--- src/common/zgcs_pkg.sv ---
package zgcs_pkg;
  localparam logic [7:0] ADDR_CTRL = 8'h00;
  localparam logic [7:0] ADDR_CHANNEL = 8'h04;
  localparam logic [7:0] ADDR_STATUS = 8'h08;
  localparam logic [7:0] ADDR_SRC = 8'h0C;
  localparam logic [7:0] ADDR_SEQ = 8'h10;
  localparam int CTRL_LIST_LSB = 0;
  localparam int CTRL_BTN_DIS_BIT = 2;
  localparam int CTRL_DECOM_BIT = 3;
  localparam int STAT_BUSY_BIT = 0;
  localparam int STAT_MANUAL_BIT = 1;
  localparam int STAT_HELD_LSB = 2;
  localparam logic [1:0] RESP_OKAY = 2'h0;
  localparam logic [1:0] RESP_SLVERR = 2'h2;
  localparam logic [4:0] CH_FIRST = 5'h0B;
  localparam logic [4:0] CH_LAST = 5'h1A;
  localparam logic [4:0] CH_PRI_1 = 5'h0B;
  localparam logic [4:0] CH_PRI_2 = 5'h0F;
  localparam logic [4:0] CH_PRI_3 = 5'h14;
  localparam logic [4:0] CH_PRI_4 = 5'h19;
  localparam logic [7:0] DECOM_FC = 8'h8C;
  localparam logic [7:0] DECOM_EXT_FC = 8'h30;
  localparam logic [7:0] DECOM_CMD = 8'hE1;
  localparam logic [3:0] DECOM_LEN = 4'hC;
  localparam logic [1:0] HELD_ADVANCE = 2'h2;
  localparam logic [31:0] LFSR_RESET = 32'hACE1_2468;
  localparam logic [31:0] SEQ_RESET = 32'h0000_0000;

  typedef enum logic [1:0] {
    ZGCS_LIST_CURRENT,
    ZGCS_LIST_PRIMARY,
    ZGCS_LIST_ALL
  } zgcs_list_t;

  typedef enum logic [1:0] {
    ZGCS_TG_DATA,
    ZGCS_TG_COMMISSION,
    ZGCS_TG_DECOMMISSION
  } zgcs_tg_kind_t;

  typedef struct packed {
    zgcs_tg_kind_t kind;
    logic [4:0] channel;
    logic [7:0] data;
    logic last;
  } zgcs_tx_beat_t;
endpackage : zgcs_pkg

--- src/verilog/zgcs_ctrl.sv ---
// Notes on behaviour
// - Decommission telegram only on a register request, never from button or harvester.
// - Decommission payload is exactly twelve bytes.
// - Order: 0x8C, 0x30, source address, sequence count, 0xE1, signature.
// - After sending a decommission telegram the link key becomes a fresh random value.
// - Data telegrams carry a signature made with the current link key.
// - Any channel 11 to 26 may be the operating channel.
// - A channel written by software is used for later telegrams unless a manual channel step falls in the same cycle.
// - Button held during a harvester action enters manual channel selection.
// - Manual selection sends commissioning telegrams, on successive channels from the third held action unless the list is current only.
// - The last selected channel stays until a software write or a later manual channel step changes it.
// - Channel changes only when the button is held for three or more actions.
// - Manual selection is ignored while the button-selection disable bit is set.
// - Each manual sequence starts on the current channel.
// - List setting: current only, four primary, or all; all is default.
// - Current-only list keeps every commissioning telegram on one channel.
// - Primary list steps 11, 15, 20, 25 and wraps to 11.
// - All list steps 11 to 26 one by one and wraps to 11.
module zgcs_ctrl #(
  parameter logic [4:0] RESET_CHANNEL = 5'h0B,
  parameter logic [31:0] RESET_SRC_ADDR = 32'h0000_0001, // Arbitrary value
  parameter logic [31:0] RESET_KEY = 32'h1234_5678
) (
  input wire logic clock,
  input wire logic rst_b,
  input wire logic [7:0] s_axi_awaddr,
  input wire logic s_axi_awvalid,
  output logic s_axi_awready,
  input wire logic [31:0] s_axi_wdata,
  input wire logic [3:0] s_axi_wstrb,
  input wire logic s_axi_wvalid,
  output logic s_axi_wready,
  output logic [1:0] s_axi_bresp,
  output logic s_axi_bvalid,
  input wire logic s_axi_bready,
  input wire logic [7:0] s_axi_araddr,
  input wire logic s_axi_arvalid,
  output logic s_axi_arready,
  output logic [31:0] s_axi_rdata,
  output logic [1:0] s_axi_rresp,
  output logic s_axi_rvalid,
  input wire logic s_axi_rready,
  input wire logic commission_button,
  input wire logic harvest_action,
  input wire logic [31:0] auth_signature,
  output logic [31:0] link_security_key,
  output zgcs_pkg::zgcs_tx_beat_t tx_beat,
  output logic tx_valid,
  input wire logic tx_ready
);
  import zgcs_pkg::*;

  typedef enum logic {ZGCS_IDLE, ZGCS_STREAM} zgcs_state_t;

  function automatic logic [4:0] zgcs_next_channel(input zgcs_list_t list, input logic [4:0] ch);
    logic [4:0] nx;
    nx = ch;
    case (list)
      ZGCS_LIST_CURRENT: nx = ch;
      ZGCS_LIST_PRIMARY: begin
        if (ch < CH_PRI_2) nx = CH_PRI_2;
        else if (ch < CH_PRI_3) nx = CH_PRI_3;
        else if (ch < CH_PRI_4) nx = CH_PRI_4;
        else nx = CH_PRI_1;
      end
      ZGCS_LIST_ALL: nx = (ch >= CH_LAST) ? CH_FIRST : ch + 5'h01;
      default: nx = ch;
    endcase
    return nx;
  endfunction : zgcs_next_channel

  function automatic logic [7:0] zgcs_decom_byte(input logic [3:0] idx, input logic [31:0] src,
                                                 input logic [31:0] seq, input logic [31:0] sig);
    logic [7:0] b;
    b = 8'h00;
    case (idx)
      4'h0: b = DECOM_FC;
      4'h1: b = DECOM_EXT_FC;
      4'h2: b = src[7:0];
      4'h3: b = src[15:8];
      4'h4: b = src[23:16];
      4'h5: b = src[31:24];
      4'h6: b = seq[7:0];
      4'h7: b = DECOM_CMD;
      4'h8: b = sig[7:0];
      4'h9: b = sig[15:8];
      4'hA: b = sig[23:16];
      4'hB: b = sig[31:24];
      default: b = 8'h00;
    endcase
    return b;
  endfunction : zgcs_decom_byte

  logic btn_s1_q, btn_s2_q, hv_s1_q, hv_s2_q, hv_s3_q;
  logic aw_have_q, aw_have_d, w_have_q, w_have_d, bvalid_q, bvalid_d, rvalid_q, rvalid_d;
  logic [7:0] awaddr_q, awaddr_d;
  logic [31:0] wdata_q, wdata_d, rdata_q, rdata_d;
  logic [1:0] bresp_q, bresp_d, rresp_q, rresp_d;
  zgcs_list_t list_q, list_d;
  logic btn_dis_q, btn_dis_d, decom_pend_q, decom_pend_d, manual_q, manual_d;
  logic [4:0] chan_q, chan_d;
  logic [31:0] src_q, src_d, seq_q, seq_d, key_q, key_d, lfsr_q, lfsr_d, sig_q, sig_d;
  logic [1:0] held_q, held_d;
  logic [3:0] idx_q, idx_d;
  zgcs_state_t state_q, state_d;
  zgcs_tx_beat_t beat_q, beat_d;
  logic txv_q, txv_d;
  logic harvest_edge, wr_fire, decom_wr;

  assign harvest_edge = hv_s2_q & ~hv_s3_q;
  assign s_axi_awready = ~aw_have_q & ~bvalid_q;
  assign s_axi_wready = ~w_have_q & ~bvalid_q;
  assign s_axi_arready = ~rvalid_q;
  assign s_axi_bvalid = bvalid_q;
  assign s_axi_bresp = bresp_q;
  assign s_axi_rvalid = rvalid_q;
  assign s_axi_rdata = rdata_q;
  assign s_axi_rresp = rresp_q;
  assign link_security_key = key_q;
  assign tx_beat = beat_q;
  assign tx_valid = txv_q;
  assign wr_fire = aw_have_q & w_have_q & ~bvalid_q;
  assign decom_wr = wr_fire & (awaddr_q == ADDR_CTRL) & wdata_q[CTRL_DECOM_BIT];

  always_comb begin
    aw_have_d = aw_have_q;
    w_have_d = w_have_q;
    awaddr_d = awaddr_q;
    wdata_d = wdata_q;
    bvalid_d = bvalid_q;
    bresp_d = bresp_q;
    rvalid_d = rvalid_q;
    rdata_d = rdata_q;
    rresp_d = rresp_q;
    list_d = list_q;
    btn_dis_d = btn_dis_q;
    chan_d = chan_q;
    src_d = src_q;
    decom_pend_d = decom_pend_q;
    if (s_axi_awvalid && s_axi_awready) begin
      aw_have_d = 1'b1;
      awaddr_d = s_axi_awaddr;
    end
    if (s_axi_wvalid && s_axi_wready) begin
      w_have_d = 1'b1;
      wdata_d = s_axi_wdata;
    end
    if (s_axi_bvalid && s_axi_bready) bvalid_d = 1'b0;
    if (wr_fire) begin
      aw_have_d = 1'b0;
      w_have_d = 1'b0;
      bvalid_d = 1'b1;
      bresp_d = RESP_OKAY;
      case (awaddr_q)
        ADDR_CTRL: begin
          if (wdata_q[CTRL_LIST_LSB +: 2] <= 2'(ZGCS_LIST_ALL))
            list_d = zgcs_list_t'(wdata_q[CTRL_LIST_LSB +: 2]);
          btn_dis_d = wdata_q[CTRL_BTN_DIS_BIT];
        end
        ADDR_CHANNEL: begin
          if (wdata_q[4:0] >= CH_FIRST && wdata_q[4:0] <= CH_LAST)
            chan_d = wdata_q[4:0];
        end
        ADDR_SRC: src_d = wdata_q;
        ADDR_STATUS, ADDR_SEQ: bresp_d = RESP_OKAY;
        default: bresp_d = RESP_SLVERR;
      endcase
    end
    if (s_axi_rvalid && s_axi_rready) rvalid_d = 1'b0;
    if (s_axi_arvalid && s_axi_arready) begin
      rvalid_d = 1'b1;
      rresp_d = RESP_OKAY;
      case (s_axi_araddr)
        ADDR_CTRL: rdata_d = {29'h0, btn_dis_q, list_q};
        ADDR_CHANNEL: rdata_d = {27'h0, chan_q};
        ADDR_STATUS: rdata_d = {28'h0, held_q, manual_q, decom_pend_q | (state_q == ZGCS_STREAM)};
        ADDR_SRC: rdata_d = src_q;
        ADDR_SEQ: rdata_d = seq_q;
        default: begin
          rdata_d = 32'h0;
          rresp_d = RESP_SLVERR;
        end
      endcase
    end
    // Harvester channel steps below override a same-cycle software write
    manual_d = manual_q;
    held_d = held_q;
    state_d = state_q;
    idx_d = idx_q;
    beat_d = beat_q;
    txv_d = txv_q;
    seq_d = seq_q;
    key_d = key_q;
    sig_d = sig_q;
    lfsr_d = {lfsr_q[30:0], lfsr_q[31] ^ lfsr_q[21] ^ lfsr_q[1] ^ lfsr_q[0]};
    if (decom_wr) decom_pend_d = 1'b1;
    case (state_q)
      ZGCS_IDLE: begin
        if (txv_q && tx_ready) txv_d = 1'b0;
        if (!txv_q || tx_ready) begin
          if (harvest_edge) begin
            txv_d = 1'b1;
            seq_d = seq_q + 32'h1;
            beat_d.last = 1'b1;
            beat_d.data = 8'h00;
            if (btn_s2_q && !btn_dis_q) begin
              manual_d = 1'b1;
              beat_d.kind = ZGCS_TG_COMMISSION;
              if (held_q == HELD_ADVANCE) begin
                chan_d = zgcs_next_channel(list_q, chan_q);
                beat_d.channel = chan_d;
              end else begin
                held_d = held_q + 2'h1;
                beat_d.channel = chan_q;
              end
            end else begin
              // Any other action ends the sequence; channel stays put
              manual_d = 1'b0;
              held_d = 2'h0;
              beat_d.kind = ZGCS_TG_DATA;
              beat_d.channel = chan_q;
              beat_d.data = auth_signature[7:0];
            end
          end else if (decom_pend_q) begin
            // Signature latched once so all bytes belong to one frame
            decom_pend_d = decom_wr;
            sig_d = auth_signature;
            state_d = ZGCS_STREAM;
            idx_d = 4'h0;
            txv_d = 1'b1;
            beat_d.kind = ZGCS_TG_DECOMMISSION;
            beat_d.channel = chan_q;
            beat_d.data = zgcs_decom_byte(4'h0, src_q, seq_q, auth_signature);
            beat_d.last = 1'b0;
          end
        end
      end
      ZGCS_STREAM: begin
        if (tx_ready) begin
          if (idx_q == DECOM_LEN - 4'h1) begin
            state_d = ZGCS_IDLE;
            txv_d = 1'b0;
            seq_d = seq_q + 32'h1;
            key_d = lfsr_q;
          end else begin
            idx_d = idx_q + 4'h1;
            beat_d.data = zgcs_decom_byte(idx_d, src_q, seq_q, sig_q);
            beat_d.last = (idx_d == DECOM_LEN - 4'h1);
          end
        end
      end
      default: state_d = ZGCS_IDLE;
    endcase
  end

  always_ff @(posedge clock) begin
    if (!rst_b) begin
      btn_s1_q <= 1'b0;
      btn_s2_q <= 1'b0;
      hv_s1_q <= 1'b0;
      hv_s2_q <= 1'b0;
      hv_s3_q <= 1'b0;
      aw_have_q <= 1'b0;
      w_have_q <= 1'b0;
      awaddr_q <= 8'h00;
      wdata_q <= 32'h0;
      bvalid_q <= 1'b0;
      bresp_q <= RESP_OKAY;
      rvalid_q <= 1'b0;
      rdata_q <= 32'h0;
      rresp_q <= RESP_OKAY;
      list_q <= ZGCS_LIST_ALL;
      btn_dis_q <= 1'b0;
      chan_q <= RESET_CHANNEL;
      src_q <= RESET_SRC_ADDR;
      decom_pend_q <= 1'b0;
      manual_q <= 1'b0;
      held_q <= 2'h0;
      state_q <= ZGCS_IDLE;
      idx_q <= 4'h0;
      beat_q <= '0;
      txv_q <= 1'b0;
      seq_q <= SEQ_RESET;
      key_q <= RESET_KEY;
      sig_q <= 32'h0;
      lfsr_q <= LFSR_RESET;
    end else begin
      btn_s1_q <= commission_button;
      btn_s2_q <= btn_s1_q;
      hv_s1_q <= harvest_action;
      hv_s2_q <= hv_s1_q;
      hv_s3_q <= hv_s2_q;
      aw_have_q <= aw_have_d;
      w_have_q <= w_have_d;
      awaddr_q <= awaddr_d;
      wdata_q <= wdata_d;
      bvalid_q <= bvalid_d;
      bresp_q <= bresp_d;
      rvalid_q <= rvalid_d;
      rdata_q <= rdata_d;
      rresp_q <= rresp_d;
      list_q <= list_d;
      btn_dis_q <= btn_dis_d;
      chan_q <= chan_d;
      src_q <= src_d;
      decom_pend_q <= decom_pend_d;
      manual_q <= manual_d;
      held_q <= held_d;
      state_q <= state_d;
      idx_q <= idx_d;
      beat_q <= beat_d;
      txv_q <= txv_d;
      seq_q <= seq_d;
      key_q <= key_d;
      sig_q <= sig_d;
      lfsr_q <= lfsr_d;
    end
  end
endmodule : zgcs_ctrl

--- config.mk ---
export PLATFORM = sky130hd
export DESIGN_NAME = zgcs_ctrl
export DESIGN_NICKNAME = d
export VERILOG_FILES = /design/src/common/zgcs_pkg.sv /design/src/verilog/zgcs_ctrl.sv
export SDC_FILE = /design/constraint.sdc
export NUM_CORES = 1
export LEC_CHECK = 0
export ABC_AREA = 1
export CAP_MARGIN = 10
export CORE_MARGIN = 10
export CORE_UTILIZATION = 64
export CTS_CLUSTER_SIZE = 10
export DETAILED_ROUTE_END_ITERATION = 8
export DONT_BUFFER_PORTS = 1
export PLACE_DENSITY = 0.85
export SLEW_MARGIN = 20
export SYNTH_ARGS = -nofsm -noshare
export SYNTH_HDL_FRONTEND = slang
export SYNTH_SLANG_ARGS = --single-unit
--- constraint.sdc ---
create_clock -name clock -period 2.76 [get_ports clock]
set_input_delay 0.138 -clock clock [delete_from_list [all_inputs] [get_ports clock]]
set_output_delay 0.138 -clock clock [all_outputs]
set_load 0.02 [all_outputs]
==> impl_metrics.yaml <==
floorplanning:
  num_io_pins: 184
  die-area_um2: 24300
  die_h_um: 156
  rows: 49
  start_util_pct: 65.4
  chipWidth_um: 156
  core_um2: 18100
sta:
  hold_viol_final: 0
  skew_ps: 19.5
  drv_slew: 0
  finalCritPeriodShare_pct: 90.5
  setup_viol: 0
  max-slew-margin-rel_pct: 44.0
  max_freq_mhz: 400
  worst_pin_slew_ps: 835
  fin_tns_setup_ps: 0
  fin_crit_ps: 2500
  grt_setup_unrepaired: "false"
synth:
  synth_area_um2: 11800
  synth-seq-area-share_pct: 46.9
  yosysWarnings: 0
  async_flop_share_pct: 0
  synth_ff_type: "dfxtp_1"
  ys_ff_latch: 277
  synthCells: 1677
  ys_types: 44
  synth.avg_cell_area_um2: 7.05
  synth_edf_count: 0
layout:
  nets: 1838
  layout-drive-gt1-share_pct: 4.32
  final_cell_area_um2: 13600
  area_growth_pct: 15.3
worst_setup_path:
  end_kind: "flop"
  startpoint_type: "flop"
  cp_data_arrival_time_ps: 2910
  critPathKind: "flop to flop"
  cp_max_fo: 28
  worst_ep_required_time_ps: 3170
placement:
  dpl_cell_area_um2: 11900
  portBuffers: 0
  dp_hpwl_um: 24000
  place_congestion: 0.993
pwr:
  power_density_nw_per_um2: 616
  p_leak_nw: 5.66
  peakVddDrop_uv: 762
routing:
  drc: 0
  first_pass_iters: 8
  ant_nets: 0
  drt_iter0_markers: 1360
  wire_per_inst_um: 18.6
  vias: 11661
  viasPerCell: 5.93
  wl_um: 36600
clock_network:
  ctsLongestPathBuffers: 3
  cts.sinks: 277
  htree_levels: 1
  insertion_delay_ps: 570
  root_buffer: "clkbuf_16"
  cts_buffers: 31
  path_clk_slew_ps: 50
  post_cts_buffers: 0
  tritoncts: "done"
grt:
  grt_overflow: 0
  grt_use_total_pct: 28.6
  grt_pass1_wl_um: 57100
  grt_max_degree: 200
  first_global_vias: 11095
  antenna_found_initial: 3
flow_run:
  maxCapViolations: 0
outcome:
  status: "complete, no violations"
min_path:
  min_path_type: "primary input to flop"
==> flip-flops by register name, summed over array words and instances, names as in the netlist, 2 cells and up <==
register	cells
lfsr_q	32
link_security_key	32
s_axi_rdata	32
seq_q	32
sig_q	32
src_q	32
wdata_q	32
tx_beat	16
awaddr_q	8
chan_q	5
idx_q	4
held_q	2
list_q	2
==> critical path, stage by stage, from the launching register on <==
cell	delay (ps)
dfxtp_1	390
ha_1	300
nand2_1	120
nor2_2	60
nand3_2	150
clkinv_1	690
o21ai_0	530
a21oi_1	100
==> cell usage after synthesis (2+ instances only) <==
| library cell | n | share of area [%] |
|---|---|---|
| nor4_1 | 3 | 0.16 |
| a22oi_1 | 3 | 0.19 |
| dfxtp_1 | 277 | 47 |
| a31oi_1 | 2 | 0.11 |
| nor2_2 | 5 | 0.26 |
| xnor2_1 | 2 | 0.15 |
| buf_1 | 6 | 0.19 |
| nand3_1 | 47 | 2.0 |
| nor3b_1 | 3 | 0.19 |
| and3_1 | 2 | 0.11 |
| clkinv_1 | 4 | 0.13 |
| xor2_1 | 10 | 0.74 |
| nand2_1 | 350 | 11 |
| or2_2 | 5 | 0.26 |
| buf_4 | 2 | 0.13 |
| clkbuf_1 | 58 | 1.8 |
| nand3b_1 | 2 | 0.13 |
| nor2_1 | 302 | 9.6 |
| ha_1 | 10 | 1.1 |
| inv_2 | 6 | 0.19 |
| o21ai_0 | 188 | 8.0 |
| nor2_4 | 3 | 0.29 |
| buf_2 | 11 | 0.47 |
| a22o_1 | 2 | 0.15 |
| inv_1 | 144 | 4.6 |
| o21a_1 | 2 | 0.13 |
| o22ai_1 | 5 | 0.26 |
| nand4_1 | 39 | 2.1 |
| nand2_4 | 2 | 0.19 |
| o211ai_1 | 13 | 0.83 |
| a32o_1 | 3 | 0.25 |
| nand2_2 | 5 | 0.26 |
| a211oi_1 | 2 | 0.13 |
| nor3_1 | 27 | 1.1 |
| a21oi_1 | 123 | 5.2 |
==> cell usage in the layout, fill, tap and decap left out, drive strengths merged, types with 10 or more instances in the layout <==
cell type    count
ha              10
nor2           310
nor3            28
o21ai          188
xor2            10
a21oi          123
nand2          357
dfxtp          277
dlygate4sd3     89
o211ai          13
inv            151
nand4           39
clkbuf          34
buf             12
nand3           48
==> path summary, 6_finish.rpt <==
kind                            cells past startpoint  slack, ps       startpoint                     to
worst max-delay path                                7        260         idx_q[0]  link_security_key[26]
worst min-delay path                                5         20  s_axi_araddr[3]         s_axi_rdata[1]
worst max register to register                      7        260         idx_q[0]  link_security_key[26]
worst min register to register                      2        410         btn_s1_q               btn_s2_q
==> through the flow <==
stage / power (mW) / setup slack (ps) / util, % / hold slack (ps) / instances
finish: 8.40 / 261 / 75.4 / 15.6 / 1968
global route: 8.64 / 32.1 / 75.4 / 44.1 / 1967
CTS: 8.35 / 167 / 75.3 / 2.85 / 1965
detailed placement: 4.78 / 190 / 65.8 / 225 / 1840
global placement: 4.76 / 380 / 65.8 / 224 / 1840
floorplan: 4.69 / 936 / - / 236 / 1678
==> where the power goes <==
part / leakage, nW / internal, mW / switching [mW]
Clock: 0.395 / 1.98 / 1.52
Combinational: 3.01 / 0.229 / 0.387
Sequential: 2.26 / 4.15 / 0.129
Total: 5.66 / 6.36 / 2.04
==> cells by family after synthesis <==
| logic type | count (synthesis) | synth area share (%) |
|---|---|---|
| AND/OR/NAND/NOR | 799 | 28.1 |
| flip-flops | 277 | 46.9 |
| other | 1 | 0.0317 |
| AO/OA/AOI/OAI | 346 | 15.4 |
| XOR/XNOR | 12 | 0.889 |
| adder cells (fa/ha/maj) | 10 | 1.06 |
| buffers and inverters | 232 | 7.55 |
==> metal layers <==
metal | track usage, % | up-vias | share of wire (%)
li1 | - | 5546 | -
met1 | 33.1 | 5332 | 37
met2 | 49.4 | 660 | 49
met3 | 7.61 | 123 | 11
met4 | 11.1 | 0 | 3.6
met5 | 0 | - | 0
==> layout make-up <==
cell class	instances	area (um2)
diodes	3	7.51
clock buffers	34	787
clock inverters	1	20.0
fillers	1294	4450
inverters	154	578
multi-input cells	1169	5400
flip-flops and latches	277	5550
well taps	229	287
repair buffers	101	1010
==> timing repair <==
action                                 CTS  global route
endpoints found under the hold margin  216             0
resized for setup                        0             3
hold buffers                            90             0
setup endpoints to repair                0             5
Note: power is estimated with default switching activity, not from simulation.
